$ cat src/fwsr_pkg.sv
package fwsr_pkg;

  // Register byte offsets on the APB side
  localparam logic [11:0] FWSR_CTRL_OFF   = 12'h000;
  localparam logic [11:0] FWSR_ADDR_OFF   = 12'h004;
  localparam logic [11:0] FWSR_DATA_OFF   = 12'h008;
  localparam logic [11:0] FWSR_STATUS_OFF = 12'h00c;
  localparam logic [11:0] FWSR_RDATA_OFF  = 12'h010;

  // Control field positions
  localparam int FWSR_CTRL_POLL_POS  = 0;
  localparam int FWSR_CTRL_WRITE_POS = 1;
  localparam int FWSR_CTRL_READ_POS  = 2;
  localparam int FWSR_CTRL_ARST_POS  = 3;

  // Status bit positions in the flash data byte
  localparam int FWSR_POLL_POS    = 7;
  localparam int FWSR_TOGONE_POS  = 6;
  localparam int FWSR_TIMEOUT_POS = 5;
  localparam int FWSR_ETIMER_POS  = 3;
  localparam int FWSR_TOGTWO_POS  = 2;

  // Result codes
  localparam logic [1:0] FWSR_RES_NONE = 2'h0;
  localparam logic [1:0] FWSR_RES_DONE = 2'h1;
  localparam logic [1:0] FWSR_RES_FAIL = 2'h2;

  // Reset command written after a timing-limit failure
  localparam logic [7:0]  FWSR_RESET_CMD = 8'hf0;
  localparam logic [31:0] FWSR_REG_RESET = 32'h0000_0000;

  // Bus cycle timing
  localparam int FWSR_CLK_MHZ      = 50;
  localparam int FWSR_STROBE_NS    = 100;
  localparam int FWSR_STROBE_CYC   = (FWSR_STROBE_NS * FWSR_CLK_MHZ + 999) / 1000;
  localparam int FWSR_SECT_WIN_US  = 50;
  localparam int FWSR_SECT_WIN_CYC = FWSR_SECT_WIN_US * FWSR_CLK_MHZ;

  // Flash pin group driven by the host
  typedef struct packed {
    logic        chipSelN;
    logic        outEnN;
    logic        writeStrobeN;
    logic [21:0] addr;
    logic [7:0]  dataOut;
    logic        dataOe;
  } fwsr_pins_t;

  typedef enum logic [3:0] {
    FWSR_IDLE   = 4'h0,
    FWSR_RD1    = 4'h1,
    FWSR_RD2    = 4'h2,
    FWSR_EVAL   = 4'h3,
    FWSR_RD3    = 4'h4,
    FWSR_RD4    = 4'h5,
    FWSR_EVAL2  = 4'h6,
    FWSR_WR     = 4'h7,
    FWSR_RDARR  = 4'h8,
    FWSR_FAILWR = 4'h9
  } fwsr_state_t;

endpackage : fwsr_pkg

$ cat src/fwsr_host.sv
// Design decisions made here: register access over APB and the register offsets.
`timescale 1ns/1ps
module fwsr_host
  import fwsr_pkg::*;
(
  input  wire logic                 mclk,
  input  wire logic                 reset,
  input  wire logic                 psel,
  input  wire logic                 penable,
  input  wire logic                 pwrite,
  input  wire logic [11:0]          paddr,
  input  wire logic [31:0]          pwdata,
  output logic      [31:0]          prdata,
  output logic                      pready,
  output logic                      pslverr,
  output fwsr_pkg::fwsr_pins_t      flashPins,
  input  wire logic [7:0]           flashDataIn,
  input  wire logic                 readyBusyIn
);
  import fwsr_pkg::*;

  fwsr_state_t      state_q;
  logic [21:0]      addr_q;
  logic [7:0]       wdata_q;
  logic [7:0]       first_q;
  logic [7:0]       second_q;
  logic [7:0]       rdata_q;
  logic [1:0]       result_q;
  logic             busy_q;
  logic             timerSeen_q;
  logic [7:0]       cnt_q;
  logic [1:0]       phase_q;
  logic [7:0]       dinMeta_q;
  logic [7:0]       dinSync_q;
  logic             rbMeta_q;
  logic             rbSync_q;
  logic             pwStart;
  logic             strobeDone;
  logic             toggling;
  logic [7:0]       capt_q;
  logic             sampleNow;

  // Two-stage sync of pins from the asynchronous flash
  always_ff @(posedge mclk)
  begin
    dinMeta_q <= flashDataIn;
    dinSync_q <= dinMeta_q;
    rbMeta_q  <= readyBusyIn;
    rbSync_q  <= rbMeta_q;
  end

  // Toggle detect on either status toggle bit
  function automatic logic fwsr_toggled(input logic [7:0] a, input logic [7:0] b);
    fwsr_toggled = (a[FWSR_TOGONE_POS] != b[FWSR_TOGONE_POS])
                || (a[FWSR_TOGTWO_POS] != b[FWSR_TOGTWO_POS]);
  endfunction : fwsr_toggled

  assign toggling   = fwsr_toggled(first_q, second_q);
  assign pwStart    = psel && penable && pwrite && pready;
  assign strobeDone = (cnt_q == 8'(FWSR_STROBE_CYC)) && (phase_q == 2'h2);
  assign sampleNow  = (cnt_q == 8'(FWSR_STROBE_CYC)) && (phase_q == 2'h1);

  // APB slave answers in the second access cycle; pready pulses one cycle
  always_ff @(posedge mclk)
  begin
    if (reset)
    begin
      pready  <= 1'b0;
      pslverr <= 1'b0;
      prdata  <= FWSR_REG_RESET;
    end
    else
    begin
      pready  <= psel && penable && !pready;
      pslverr <= 1'b0;
      unique case (paddr)
        FWSR_ADDR_OFF:   prdata <= {10'h000, addr_q};
        FWSR_DATA_OFF:   prdata <= {24'h000000, wdata_q};
        FWSR_STATUS_OFF: prdata <= {27'h0, timerSeen_q, rbSync_q, result_q, busy_q};
        FWSR_RDATA_OFF:  prdata <= {24'h000000, rdata_q};
        default:         prdata <= FWSR_REG_RESET;
      endcase
    end
  end

  // Address and write data registers
  always_ff @(posedge mclk)
  begin
    if (reset)
    begin
      addr_q  <= 22'h000000;
      wdata_q <= 8'h00;
    end
    else if (pwStart && paddr == FWSR_ADDR_OFF && !busy_q)
      addr_q <= pwdata[21:0];
    else if (pwStart && paddr == FWSR_DATA_OFF && !busy_q)
      wdata_q <= pwdata[7:0];
  end

  // Bus cycle timer: phase 0 setup, 1 strobe low, 2 recovery
  always_ff @(posedge mclk)
  begin
    if (reset || state_q == FWSR_IDLE || state_q == FWSR_EVAL || state_q == FWSR_EVAL2)
    begin
      cnt_q   <= 8'h00;
      phase_q <= 2'h0;
    end
    else if (cnt_q == 8'(FWSR_STROBE_CYC))
    begin
      cnt_q   <= 8'h00;
      phase_q <= (phase_q == 2'h2) ? 2'h0 : phase_q + 2'h1;
    end
    else
      cnt_q <= cnt_q + 8'h01;
  end

  // Data taken as the strobe-low phase ends; once the strobe rises the bus shows the inverse of the last byte
  always_ff @(posedge mclk)
  begin
    if (reset)
      capt_q <= 8'h00;
    else if (sampleNow)
      capt_q <= dinSync_q;
  end

  // Sequencer: each read is a full separate OE cycle so the toggle bits advance
  always_ff @(posedge mclk)
  begin
    if (reset)
    begin
      state_q     <= FWSR_IDLE;
      busy_q      <= 1'b0;
      result_q    <= FWSR_RES_NONE;
      first_q     <= 8'h00;
      second_q    <= 8'h00;
      rdata_q     <= 8'h00;
      timerSeen_q <= 1'b0;
    end
    else
    begin
      unique case (state_q)
        FWSR_IDLE:
        begin
          if (pwStart && paddr == FWSR_CTRL_OFF)
          begin
            busy_q <= 1'b1;
            if (pwdata[FWSR_CTRL_POLL_POS])
            begin
              state_q  <= FWSR_RD1;
              result_q <= FWSR_RES_NONE;
            end
            else if (pwdata[FWSR_CTRL_WRITE_POS])
              state_q <= FWSR_WR;
            else if (pwdata[FWSR_CTRL_READ_POS])
              state_q <= FWSR_RDARR;
            else if (pwdata[FWSR_CTRL_ARST_POS])
              state_q <= FWSR_FAILWR;
            else
              busy_q <= 1'b0;
          end
        end
        FWSR_RD1:
          if (strobeDone)
          begin
            first_q <= capt_q;
            state_q <= FWSR_RD2;
          end
        FWSR_RD2:
          if (strobeDone)
          begin
            second_q <= capt_q;
            state_q  <= FWSR_EVAL;
          end
        FWSR_EVAL:
        begin
          timerSeen_q <= second_q[FWSR_ETIMER_POS];
          if (!toggling)
            state_q <= FWSR_RDARR;
          else if (second_q[FWSR_TIMEOUT_POS])
            state_q <= FWSR_RD3;
          else
            state_q <= FWSR_RD1;
        end
        FWSR_RD3:
          if (strobeDone)
          begin
            first_q <= capt_q;
            state_q <= FWSR_RD4;
          end
        FWSR_RD4:
          if (strobeDone)
          begin
            second_q <= capt_q;
            state_q  <= FWSR_EVAL2;
          end
        FWSR_EVAL2:
          if (!toggling)
            state_q <= FWSR_RDARR;
          else
          begin
            result_q <= FWSR_RES_FAIL;
            state_q  <= FWSR_FAILWR;
          end
        FWSR_WR:
          if (strobeDone)
          begin
            busy_q  <= 1'b0;
            state_q <= FWSR_IDLE;
          end
        FWSR_RDARR:
          if (strobeDone)
          begin
            rdata_q  <= capt_q;
            busy_q   <= 1'b0;
            if (result_q == FWSR_RES_NONE)
              result_q <= FWSR_RES_DONE;
            state_q  <= FWSR_IDLE;
          end
        FWSR_FAILWR:
          if (strobeDone)
          begin
            busy_q  <= 1'b0;
            state_q <= FWSR_IDLE;
          end
        default:
          state_q <= FWSR_IDLE;
      endcase
    end
  end

  // Pin drive from state and phase; strobes low only in phase 1
  always_ff @(posedge mclk)
  begin
    if (reset)
    begin
      flashPins <= '{chipSelN: 1'b1, outEnN: 1'b1, writeStrobeN: 1'b1,
                     addr: 22'h000000, dataOut: 8'h00, dataOe: 1'b0};
    end
    else
    begin
      flashPins.addr     <= addr_q;
      flashPins.chipSelN <= (state_q == FWSR_IDLE || state_q == FWSR_EVAL
                             || state_q == FWSR_EVAL2);
      flashPins.outEnN   <= !(phase_q == 2'h1 && (state_q == FWSR_RD1 || state_q == FWSR_RD2
                             || state_q == FWSR_RD3 || state_q == FWSR_RD4
                             || state_q == FWSR_RDARR));
      flashPins.writeStrobeN <= !(phase_q == 2'h1 && (state_q == FWSR_WR
                                 || state_q == FWSR_FAILWR));
      flashPins.dataOe  <= (state_q == FWSR_WR || state_q == FWSR_FAILWR);
      flashPins.dataOut <= (state_q == FWSR_FAILWR) ? FWSR_RESET_CMD : wdata_q;
    end
  end

  // Checks on the pin and state sequencing and on the result code
  a_no_both_strobes: assert property (@(posedge mclk) disable iff (reset)
    !(!flashPins.outEnN && !flashPins.writeStrobeN))
    else $error("read and write strobes low together");
  a_fail_resets: assert property (@(posedge mclk) disable iff (reset)
    (state_q == FWSR_EVAL2 && toggling) |=> state_q == FWSR_FAILWR)
    else $error("failure not followed by reset command");
  a_recheck_timeout: assert property (@(posedge mclk) disable iff (reset)
    (state_q == FWSR_EVAL && toggling && second_q[FWSR_TIMEOUT_POS]) |=> state_q == FWSR_RD3)
    else $error("timeout flag did not force recheck");
  a_done_array: assert property (@(posedge mclk) disable iff (reset)
    (state_q == FWSR_EVAL && !toggling) |=> state_q == FWSR_RDARR)
    else $error("stable toggle did not lead to array read");
  a_two_reads: assert property (@(posedge mclk) disable iff (reset)
    (state_q == FWSR_RD1 && strobeDone) |=> state_q == FWSR_RD2)
    else $error("first read not followed by second");
  a_poll_restart: assert property (@(posedge mclk) disable iff (reset)
    (state_q == FWSR_IDLE && pwStart && paddr == FWSR_CTRL_OFF && pwdata[0])
    |=> state_q == FWSR_RD1)
    else $error("poll start skipped first read");
  a_reset_cmd: assert property (@(posedge mclk) disable iff (reset)
    (!flashPins.writeStrobeN && $past(state_q) == FWSR_FAILWR)
    |-> flashPins.dataOut == FWSR_RESET_CMD)
    else $error("reset command byte wrong");
  a_fail_result: assert property (@(posedge mclk) disable iff (reset)
    (state_q == FWSR_EVAL2 && toggling) |=> result_q == FWSR_RES_FAIL)
    else $error("failure not reported");
  a_sample_strobe: assert property (@(posedge mclk) disable iff (reset)
    (sampleNow && state_q inside {FWSR_RD1, FWSR_RD2, FWSR_RD3, FWSR_RD4, FWSR_RDARR})
    |-> !flashPins.outEnN)
    else $error("read data taken outside the strobe");
  c_done: cover property (@(posedge mclk) state_q == FWSR_RDARR && result_q == FWSR_RES_NONE);
  c_write: cover property (@(posedge mclk) state_q == FWSR_WR && strobeDone);
  c_fail: cover property (@(posedge mclk) state_q == FWSR_FAILWR && result_q == FWSR_RES_FAIL);
  c_repoll: cover property (@(posedge mclk) state_q == FWSR_EVAL ##1 state_q == FWSR_RD1);

endmodule : fwsr_host

$ cat config.mk
export PLATFORM = sky130hd
export DESIGN_NAME = fwsr_host
export DESIGN_NICKNAME = d
export VERILOG_FILES = /design/src/fwsr_pkg.sv /design/src/fwsr_host.sv
export SDC_FILE = /design/constraint.sdc
export NUM_CORES = 1
export LEC_CHECK = 0
export BUFFER_PORTS_ARGS = -buffer_cell sky130_fd_sc_hd__clkbuf_2
export CAP_MARGIN = 20
export CELL_PAD_IN_SITES_DETAIL_PLACEMENT = 0
export CELL_PAD_IN_SITES_GLOBAL_PLACEMENT = 1
export CORE_ASPECT_RATIO = 0.5
export CORE_UTILIZATION = 38
export CTS_BUF_LIST = sky130_fd_sc_hd__clkbuf_8
export DETAILED_ROUTE_END_ITERATION = 16
export PLACE_DENSITY_LB_ADDON = 0.1
export SYNTH_ARGS = -nofsm -noshare
export SYNTH_HDL_FRONTEND = slang
export SYNTH_SLANG_ARGS = --single-unit
$ cat constraint.sdc
create_clock -name mclk -period 1.7 [get_ports mclk]
set_input_delay 0.085 -clock mclk [delete_from_list [all_inputs] [get_ports mclk]]
set_output_delay 0.085 -clock mclk [all_outputs]
set_load 0.02 [all_outputs]
==> metrics.cfg, run 1 <==
[yosys]
yosys_warnings=0
postSynthAreaPerCell_um2=10.15
synthArstFlopShare_pct=0
synth-simple-area-share_pct=21.15
syn_area_mm2=0.005259
yosysSeqAreaShare_pct=55.20
synth_top_family_by_area=simple AND/OR/NAND/NOR gates
synth_top_area_share_pct=55.20
synth-seq-cells=145
yosys-top-cells-area=dfxtp_1, mux2i_1, nor2_1
synth_adder_area_share_pct=0.4759
synth-edff-count=0
synthXorXnorAreaFrac_pct=1.999
synth_compound_area_share_pct=6.781
synthCells=518
synth_top_area_cell=dfxtp_1
ys_types=50
synth_flop_cell=dfxtp_1
synthMuxAreaShare_pct=10.09

[worst_hold_path]
whs_path_depth=2
hp-start=reset
hp-class=input port to flop

[routing]
first_iter_violations=171
wl_met3_um=551
wl_per_cell_um=13.47
wl_met1_um=6277
vias=4099
route.met2.wl_um=4914
drt-total-wl_um=11860
dr.max_layer_used=met4
ant_nets=0
drc_errors=0
firstDrtPassIters=4
viasPerCell=4.658

[global_route]
grt_pass1_wl_um=19110
grt_use_total_pct=17.25
grt_max_degree=42
grt-ovfl-total=0
grt_pass1_vias=3848
antenna_found_initial=0

[place]
place_hpwl_um=8215
gp_congestion=0.7805
place_ws_ps=-119.8
placed_area_mm2=0.006213
numPortBuffers=104

[finish]
n_antenna_cell=0
design_area_mm2=0.007089
fillers=1213
drive_gt1_share_pct=32.11
final_nets=758
area_growth_pct=34.81

[power_and_ir_drop]
powerDensity_mw_per_mm2=1065
total_power_mw=7.552
vdd_drop_max_mv=0.5409
leakage_nw=3.092

[die]
die_w_um=168.4
core_mm2=0.01306
initial_core_util_pct=40.26
dieHeight_um=85.19
ios=126
row_count=29
die-area_mm2=0.01434

[worst_setup_path]
critPathMaxStageDelay_ps=400
critPathLaunch=cnt_q[1]
rr_startpoint=cnt_q[1]
cp_data_arrival_time_ps=2200
crit_path_start_kind=flop
required_ps=2070
crit_path_cell_trace=inv_2, ha_4, nor4b_4, nand4_1, a221o_1, or4_1, a21oi_1
worst-setup-path-type=flop to flop
slowest_stage=or4_1
worstRegToRegCells=7
cp_max_fo=3
critPathCaptureType=flop

[clock_network]
numCtsBuffers=17
cts_root_buffer=clkbuf_8
clock_latency_ps=440
ctsHtreeMaxLevel=4
clock-sinks=145
cts_tree=done
cts.clk_slew.worst_paths_ps=90
clockBufferDepth=2

[timing]
maxSlewViolCount=0
rsz0062_at_grt=yes
tns_ps=-579.7
finalCritPeriodShare_pct=107.7
finalSetupViolations=12
period_needed_ps=1831
hold_viol_final=0
worst_slack_ps=-131.1
clock_skew_ps=15.54
max_freq_mhz=546.1

[outcome]
violations=negative setup slack
status=finished, violations left

[run]
drv_cap=0

-- registers in the layout, indices dropped and copies added (netlist names), 4 cells and up --
name and cells:
dinSync_q 8, rdata_q 8, dinMeta_q 8, addr_q 22
flashPins 34, cnt_q 8, state_q 4, wdata_q 8
second_q 4, prdata 22, capt_q 8
-- power breakdown --
group | internal [mW] | total, mW | switching [mW]
registers | 3.45 | 3.49 | 0.0349
clock network | 1.17 | 2.57 | 1.40
logic | 0.720 | 1.49 | 0.771
-- synthesized netlist by cell type (2+ instances only) --
cell / count
buf_4: 12
mux2i_1: 53
and3_1: 4
nor2b_1: 26
a22oi_1: 13
nand2_1: 21
or3_1: 4
o21bai_1: 2
a32oi_1: 2
xnor2_1: 8
inv_1: 2
nand3_1: 13
nor3_1: 4
nor4_1: 2
and2_1: 19
nand3b_1: 5
o41ai_1: 3
or4_1: 3
and3_2: 2
buf_2: 4
a21oi_1: 10
ha_1: 2
nor4_4: 2
nor2_1: 88
clkbuf_1: 22
buf_6: 2
dfxtp_1: 145
nand2b_1: 6
xor2_1: 4
o21ai_0: 14
nand4_1: 2
-- worst max-delay path: cells and delay by family (launching register included) --
family	cells	cell delay [ps]
adders and majority gates	1	110
DFF	1	330
and+or+nand+nor	3	770
buffers and inverters	1	60
AOI/OAI and AO/OA	2	470
-- routing by layer --
layer	vias up	GRT usage (%)
met5	-	0
met4	0	6.446
met3	13	4.384
met2	111	25.76
met1	1884	24.03
li1	2091	-
-- worst paths after layout --
kind	end	slack, ps
max reg2reg	result_q[0]	-130
min	flashPins[8]	40
max	result_q[0]	-130
min reg2reg	dinSync_q[6]	330
-- cell usage in the layout, fill, tap and decap left out, drive strengths merged, types with 14 or more instances in the layout --
cell type	netlist	layout
dlygate4sd3	0	31
nor2b	26	26
nand3	14	14
and2	19	19
mux2i	53	53
o21ai	14	14
buf	18	57
nand2	21	21
nor2	88	88
dfxtp	145	145
clkbuf	22	120
-- stage by stage --
stage | hold slack [ps] | utilization (%) | std cells
final | 39.94 | 54.27 | 880
after floorplan | 112.7 | - | 528
after detailed placement | 188.9 | 47.57 | 814
after global placement | 187.9 | 47.57 | 814
after global routing | 30.80 | 54.27 | 880
after CTS | 0.09426 | 53.33 | 878
-- final cells by class --
type                       instances  area [um2]  area share [%]
multi-input combinational        341        2305           32.51
inverter                           2       7.507          0.1059
clock inverter                    14       133.9           1.888
tap                              170       212.7           3.000
sequential                       145        2908           41.02
clock buffer                      17       234.0           3.300
timing repair buffer             191        1289           18.18
-- timing repair --
action	CTS	global route
hold buffers	31	0
gates cloned	0	1
hold endpoints to repair	36	0
pin swaps	4	9
endpoints found under the setup margin	28	45
resized for setup	16	30
setup buffers	2	2
-- cell families (layout without fill, tap and decap cells) --
| kind of cell | Yosys count | in the layout |
|---|---|---|
| AND/OR/NAND/NOR | 210 | 210 |
| flip-flops | 145 | 145 |
| AO/OA/AOI/OAI | 53 | 53 |
| multiplexers | 53 | 53 |
| buffers and inverters | 42 | 224 |
| XOR/XNOR | 12 | 12 |
| adder cells (fa/ha/maj) | 2 | 2 |
| other | 1 | 11 |
No activity file was read; power rests on OpenSTA's default activity.
==> run 2: changes to the inputs <==
--- a/config.mk
+++ b/config.mk
@@ -5,12 +5,13 @@
 export SDC_FILE = /design/constraint.sdc
 export NUM_CORES = 1
 export LEC_CHECK = 0
+export ABC_AREA = 1
 export BUFFER_PORTS_ARGS = -buffer_cell sky130_fd_sc_hd__clkbuf_2
 export CAP_MARGIN = 20
 export CELL_PAD_IN_SITES_DETAIL_PLACEMENT = 0
 export CELL_PAD_IN_SITES_GLOBAL_PLACEMENT = 1
 export CORE_ASPECT_RATIO = 0.5
-export CORE_UTILIZATION = 38
+export CORE_UTILIZATION = 37
 export CTS_BUF_LIST = sky130_fd_sc_hd__clkbuf_8
 export DETAILED_ROUTE_END_ITERATION = 16
 export PLACE_DENSITY_LB_ADDON = 0.1
==> run 2 against run 1 <==
The run now ends clean; critical path depth unchanged; design area is 4.7% lower; non-clock buffer count is 40 lower; total power down 2.6%; global-route usage rose by 0.17 points; register-to-register slack gained 270 ps; combinational power is 19% lower; die area up 4.2%; critical path type unchanged; largest cell class unchanged; largest power group unchanged; highest routed layer unchanged.
==> metrics.cfg, run 2 <==
[finish]
top_register=flashPins  ; unchanged
drive_gt1_share_pct=26.30  ; was 32.11%
top_regs=flashPins x34, addr_q x22, prdata x22  ; unchanged
n_antenna_cell=0  ; unchanged
area_growth_pct=26.58  ; was 34.81%
fillers=1410  ; was 1213
final_nets=838  ; was 758
design_area_mm2=0.006756  ; was 0.007089 mm2
largest_register_ffs=34  ; unchanged
layout_commonest_cell=dfxtp_1  ; unchanged
final_cell_mix=dfxtp_1, clkbuf_2, nor2_1  ; unchanged

[clock_network]
cts_tree=done  ; unchanged
cts.clk_slew.worst_paths_ps=80  ; was 90 ps
clock_latency_ps=440  ; about the same
ctsHtreeMaxLevel=4  ; unchanged
clockBufferDepth=2  ; unchanged
post_cts_buffers=0  ; was 2
clock-sinks=145  ; unchanged
numCtsBuffers=17  ; unchanged
cts_root_buffer=clkbuf_8  ; unchanged

[place]
placed_area_mm2=0.006047  ; was 0.006213 mm2
place_hpwl_um=8669  ; was 8215 um
gp_congestion=0.8043  ; was 0.7805
numPortBuffers=104  ; unchanged

[power_and_ir_drop]
power.switching_mw=2.321  ; was 2.207 mW
clkPwrFrac_pct=34.8  ; was 34.1%
power.share.sequential_pct=48.8  ; was 46.2%
leakage_nw=2.856  ; was 3.092 nW
vdd_drop_max_mv=0.5415  ; was 0.5409 mV
intPower_mw=5.038  ; was 5.345 mW
swShare_pct=31.54  ; was 29.22%
powerDensity_mw_per_mm2=1089  ; was 1065 mW/mm2
combPwrFrac_pct=16.5  ; was 19.7%

[yosys]
synth_flop_cell=dfxtp_1  ; unchanged
ys_types=36  ; was 50
yosys_warnings=0  ; unchanged
synthArstFlopShare_pct=0  ; unchanged
postSynthAreaPerCell_um2=8.472  ; was 10.15 um2
synth_top_area_cell=dfxtp_1  ; unchanged
yosys-top-cells-area=dfxtp_1, nor2_1, nand2_1  ; was dfxtp_1, mux2i_1, nor2_1
synthCells=630  ; was 518
synth-seq-cells=145  ; unchanged
synthTopCellsByCount=dfxtp_1, nor2_1, nand2_1, inv_1, a21oi_1  ; was dfxtp_1, nor2_1, mux2i_1, nor2b_1, clkbuf_1
syn_area_mm2=0.005338  ; was 0.005259 mm2
synth_top_area_share_pct=54.38  ; was 55.20%
synth_most_common_cell=dfxtp_1  ; unchanged
synth-edff-count=0  ; unchanged
yosysSeqAreaShare_pct=54.38  ; was 55.20%

[global_route]
grt_use_total_pct=17.42  ; was 17.25%
antenna_found_initial=0  ; unchanged
grt_pass1_vias=4007  ; was 3848
grt_max_degree=52  ; was 42
grt-ovfl-total=0  ; unchanged
grt_pass1_wl_um=19800  ; was 19110 um

[worst_setup_path]
required_ps=2010  ; was 2070 ps
critPathBufInv=2  ; was 1
worstRegToRegCells=7  ; unchanged
crit_path_start_kind=flop  ; unchanged
worst-setup-path-type=flop to flop  ; unchanged
slowest_stage=dfxtp_1  ; was or4_1
cp_data_arrival_time_ps=1870  ; was 2200 ps
critPathCaptureType=flop  ; unchanged
crit_cells=7  ; unchanged
crit_path_cell_trace=inv_1, nor2_1, nand2_1, inv_2, nand3_2, o21ai_0, a21oi_1  ; was inv_2, ha_4, nor4b_4, nand4_1, a221o_1, or4_1, a21oi_1
path_delay_family=simple AND/OR/NAND/NOR gates  ; unchanged
cp_max_fo=12  ; was 3
critPathMaxStageDelay_ps=420  ; was 400 ps

[die]
initial_core_util_pct=38.64  ; was 40.26%
dieHeight_um=86.93  ; was 85.19 um
die_w_um=171.9  ; was 168.4 um
ios=126  ; unchanged
core_mm2=0.01381  ; was 0.01306 mm2
die-area_mm2=0.01494  ; was 0.01434 mm2
row_count=30  ; was 29

[routing]
wl_per_cell_um=12.55  ; was 13.47 um
drc_errors=0  ; unchanged
vias=4292  ; was 4099
first_iter_violations=224  ; was 171
viasPerCell=4.366  ; was 4.658
ant_nets=0  ; unchanged
firstDrtPassIters=4  ; unchanged
drt-total-wl_um=12340  ; was 11860 um

[timing]
worst_pin_slew_ps=570.2
rsz0062_at_grt=no  ; was yes
relSlewSlack_pct=61.99
max_freq_mhz=641.6  ; was 546.1 MHz
tns_ps=0  ; was -579.7 ps
finalSetupViolations=0  ; was 12
clock_skew_ps=17.63  ; was 15.54 ps
period_needed_ps=1559  ; was 1831 ps
maxSlewViolCount=0  ; unchanged
hold_viol_final=0  ; unchanged
finalCritPeriodShare_pct=91.68  ; was 107.7%

[worst_hold_path]
whs_path_depth=3  ; was 2
hp-class=input port to flop  ; unchanged

[run]
drv_cap=0  ; unchanged

[outcome]
status=finished clean  ; was finished, violations left

==> run 2: final timing paths <==
kind         slack (ps)            to         start
max                 140    rdata_q[4]    state_q[3]
min                  70     addr_q[1]     pwdata[1]
max reg2reg         140    rdata_q[4]    state_q[3]
min reg2reg         330  dinSync_q[5]  dinMeta_q[5]
==> run 2: cells by family (layout without fill, tap and decap cells) <==
kind of cell / count (synthesis) / after routing / share of synthesized area, %
DFF: 145 / 145 / 54.38
adders and majority gates: 2 / 2 / 0.4687
buffers and inverters: 107 / 258 / 9.306
xor gates and xnor gates: 2 / 2 / 0.3282
AOI/OAI and AO/OA: 118 / 118 / 13.13
and+or+nand+nor: 255 / 255 / 22.32
other: 1 / 11 / 0.07026
==> run 2: per-layer routing <==
metal  routed length (um)  track usage [%]
met5                    0                0
met4                   61            4.827
met3                  618            4.589
met2                 5028            26.79
met1                 6626            24.10
==> run 2: metrics by stage <==
step           cells  hold WS, ps  utilization (%)  worst slack (ps)  power [mW]
6_report         983        69.89            48.91             141.5       7.359
3_3_place_gp     919        188.8            43.78             121.7       4.829
3_5_place_dp     919        188.9            43.78             86.50       4.825
5_1_grt          983        29.83            48.91             1.756       7.829
4_1_cts          983        40.97            48.84             67.74       7.460
2_1_floorplan    640        112.7                -             276.9       4.539
==> run 2: cell type report <==
class / count / area (um2) / area share (%)
Timing Repair Buffer: 151 / 965.9 / 14.30
Clock buffer: 17 / 234.0 / 3.463
Tap cell: 192 / 240.2 / 3.556
Clock inverter: 15 / 145.1 / 2.148
Inverter: 75 / 282.8 / 4.185
Multi-Input combinational cell: 388 / 1986 / 29.39
Sequential cell: 145 / 2903 / 42.96
==> run 2: timing repair <==
item                       4_1_cts  5_1_grt
setup endpoints to repair        0       18
hold endpoints to repair        38        0
resized for setup                0        5
hold buffers                    32        0
==> run 2: power groups by stage <==
stage | sequential (mW) | combinational, mW | clock (mW)
detailed placement | 3.67 | 1.16 | 0
floorplan | 3.68 | 0.861 | 0
global placement | 3.67 | 1.16 | 0
global route | 3.61 | 1.37 | 2.85
finish | 3.59 | 1.21 | 2.56
CTS | 3.59 | 1.22 | 2.65
==> run 2: worst register-to-register path, cell delays in order, from the launching register on <==
cell and delay (ps):
dfxtp_1 420, inv_1 80, nor2_1 160, nand2_1 120, inv_2 110, nand3_2 220, o21ai_0 270, a21oi_1 60
==> run 3: changes to the inputs <==
--- a/config.mk
+++ b/config.mk
@@ -8,9 +8,8 @@
 export ABC_AREA = 1
 export BUFFER_PORTS_ARGS = -buffer_cell sky130_fd_sc_hd__clkbuf_2
 export CAP_MARGIN = 20
-export CELL_PAD_IN_SITES_DETAIL_PLACEMENT = 0
+export CELL_PAD_IN_SITES_DETAIL_PLACEMENT = 1
 export CELL_PAD_IN_SITES_GLOBAL_PLACEMENT = 1
-export CORE_ASPECT_RATIO = 0.5
 export CORE_UTILIZATION = 37
 export CTS_BUF_LIST = sky130_fd_sc_hd__clkbuf_8
 export DETAILED_ROUTE_END_ITERATION = 16
==> run 3 against run 2 <==
Hold slack better by 110 ps; sequential share of layout area is 0.053 points higher; total power is 0.84% higher; fmax is 1.0% lower; global-route usage is 1.4 points higher; register-to-register slack worse by 20 ps; critical path type unchanged; critical endpoint is now addr_q[9].
==> metrics.cfg, run 3 (synthesized netlist as in run 2, its figures left out) <==
[die]
row_count=43  ; was 30
initial_core_util_pct=38.16  ; was 38.64%
die_w_um=122.1  ; was 171.9 um
ios=126  ; unchanged
die-area_mm2=0.01491  ; was 0.01494 mm2
core_mm2=0.01399  ; was 0.01381 mm2
dieHeight_um=122.1  ; was 86.93 um

[place]
dp.cells=905  ; was 919
place_hpwl_um=9565  ; was 8669 um
place_ws_ps=4.122  ; was 86.50 ps
gp_congestion=0.8544  ; was 0.8043
placed_area_mm2=0.006017  ; was 0.006047 mm2
numPortBuffers=104  ; unchanged

[run]
drv_cap=0  ; unchanged

[timing]
relSlewSlack_pct=63.10  ; was 61.99%
period_needed_ps=1574  ; was 1559 ps
maxSlewViolCount=0  ; unchanged
finalSetupViolations=0  ; unchanged
worst_slack_ps=125.6  ; was 141.5 ps
hold_viol_final=0  ; unchanged
clock_skew_ps=14.21  ; was 17.63 ps
max_freq_mhz=635.2  ; was 641.6 MHz
worst_pin_slew_ps=553.5  ; was 570.2 ps
tns_ps=0  ; unchanged
finalCritPeriodShare_pct=92.61  ; was 91.68%

[worst_setup_path]
rr_startpoint=pready  ; was state_q[3]
worst-setup-path-type=flop to flop  ; unchanged
r2r_end=addr_q[9]  ; was rdata_q[4]
rrSetupSlack_ps=130  ; was 140 ps
required_ps=2030  ; was 2010 ps
worstRegToRegCells=6  ; was 7
critPathCaptureType=flop  ; unchanged
crit_path_start_kind=flop  ; unchanged
cp_data_arrival_time_ps=1910  ; was 1870 ps
cp_max_fo=42  ; was 12

[power_and_ir_drop]
power.share.sequential_pct=48.5  ; was 48.8%
combPwrFrac_pct=16.4  ; was 16.5%
swShare_pct=29.27  ; was 31.54%
intPower_mw=5.249  ; was 5.038 mW
total_power_mw=7.420  ; was 7.359 mW
leakage_nw=2.853  ; was 2.856 nW
clkPwrFrac_pct=35.1  ; was 34.8%
powerDensity_mw_per_mm2=1099  ; was 1089 mW/mm2
power.switching_mw=2.172  ; was 2.321 mW
vdd_drop_max_mv=0.5771  ; was 0.5415 mV

[routing]
ant_nets=0  ; unchanged
viasPerCell=4.601  ; was 4.366
wl_per_cell_um=13.79  ; was 12.55 um
drc_errors=0  ; unchanged
drt-total-wl_um=13370  ; was 12340 um
first_iter_violations=228  ; was 224
vias=4458  ; was 4292
firstDrtPassIters=4  ; unchanged

[global_route]
grt-ovfl-total=0  ; unchanged
antenna_found_initial=0  ; unchanged
grt_pass1_vias=4339  ; was 4007
use_met3_pct=5.009  ; was 4.589%
grt_max_degree=52  ; unchanged
grt_pass1_wl_um=21400  ; was 19800 um
grtUsageMet2_pct=30.40  ; was 26.79%
use_met1_pct=23.90  ; was 24.10%
grt_use_total_pct=18.86  ; was 17.42%
grt-busiest-layer=met2  ; unchanged

[clock_network]
cts.clk_slew.worst_paths_ps=80  ; about the same
clock_latency_ps=440  ; about the same
numCtsBuffers=17  ; unchanged
cts_tree=done  ; unchanged
clock-sinks=145  ; unchanged
cts_root_buffer=clkbuf_8  ; unchanged
ctsHtreeMaxLevel=4  ; unchanged
post_cts_buffers=0  ; unchanged
clockBufferDepth=2  ; unchanged

[finish]
largest_register_ffs=34  ; unchanged
layout_commonest_cell=dfxtp_1  ; unchanged
top_register=flashPins  ; unchanged
stdcell_count=969  ; was 983
area_growth_pct=26.54  ; was 26.58%
final_nets=837  ; was 838
n_antenna_cell=0  ; unchanged
drive_gt1_share_pct=26.36  ; was 26.30%
final_cell_mix=dfxtp_1, clkbuf_2, nor2_1  ; unchanged
top_regs=flashPins x34, addr_q x22, prdata x22  ; unchanged
design_area_mm2=0.006754  ; was 0.006756 mm2

[worst_hold_path]
hp-class=input port to flop  ; unchanged
whs_path_depth=6  ; was 3
hp-start=paddr[3]  ; was pwdata[1]
hold-path-endpoint=addr_q[1]  ; unchanged

[outcome]
status=finished clean  ; unchanged

==> run 3: changes by cell type in the layout (fill, tap and decap cells not counted), moves of 2 or more <==
cell,before,now
inv_1,70,72
inv_8,3,1
buf_4,14,12
clkinv_8,2,0
inv_6,5,2
dfxtp_2,0,2
clkinvlp_4,1,3
dfxtp_1,145,143
o21ai_1,17,15
o21ai_0,24,26
bufinv_16,0,2
==> run 3: worst max-delay path by stage <==
stage / cells after the start / slack [ps] / endpoint / startpoint
detailed placement: 5 / 4 / wdata_q[1] / pready
global route: 11 / -6 / state_q[1] / cnt_q[1]
finish: 6 / 130 / addr_q[9] / pready
global placement: 6 / 120 / phase_q[1] / cnt_q[0]
CTS: 6 / 30 / phase_q[1] / cnt_q[0]
floorplan: 7 / 280 / rdata_q[6] / cnt_q[0]
==> run 3: through the flow <==
| step | hold WS, ps | utilization [%] |
|---|---|---|
| 6_report | 179.1 | 48.28 |
| 3_5_place_dp | 189.8 | 43.01 |
| 5_1_grt | 192.9 | 48.28 |
| 4_1_cts | 158.1 | 48.09 |
| 3_3_place_gp | 189.1 | 43.01 |
| 2_1_floorplan | 112.7 | - |
==> run 3: per-layer routing <==
metal | wire length, um | vias up
met5 | 0 | -
met4 | 200 | 0
met2 | 6412 | 93
met1 | 6187 | 2058
met3 | 565 | 13
li1 | - | 2294
==> run 3: layout make-up <==
| cell class | instances | area (um2) |
|---|---|---|
| fill | 1710 | 7234 |
| sequential | 145 | 2905 |
| multi-input combinational | 388 | 2003 |
| timing repair buffer | 150 | 960.9 |
| inverter | 75 | 282.8 |
| clock buffer | 17 | 234.0 |
| tap | 180 | 225.2 |
| clock inverter | 14 | 142.6 |
==> run 3: timing repair <==
item	4_1_cts	5_1_grt
pin swaps	0	0
cloned	0	0
setup endpoints to repair	6	37
hold endpoints to repair	38	0
hold buffers	33	0
resized for setup	1	8
==> run 3: worst max-delay path, cell delays in order, from the launching register on <==
cell	delay, ps
dfxtp_1	370
nand4_1	230
nor2_2	300
nand2_4	100
buf_12	200
o21ai_1	210
a21oi_2	40
==> run 3: power groups by stage <==
stage / combinational, mW / sequential, mW / clock (mW)
after floorplan: 0.861 / 3.68 / 0
after global placement: 1.13 / 3.67 / 0
after detailed placement: 1.15 / 3.68 / 0
after CTS: 1.22 / 3.60 / 2.67
after global routing: 1.38 / 3.61 / 2.82
final: 1.22 / 3.60 / 2.60
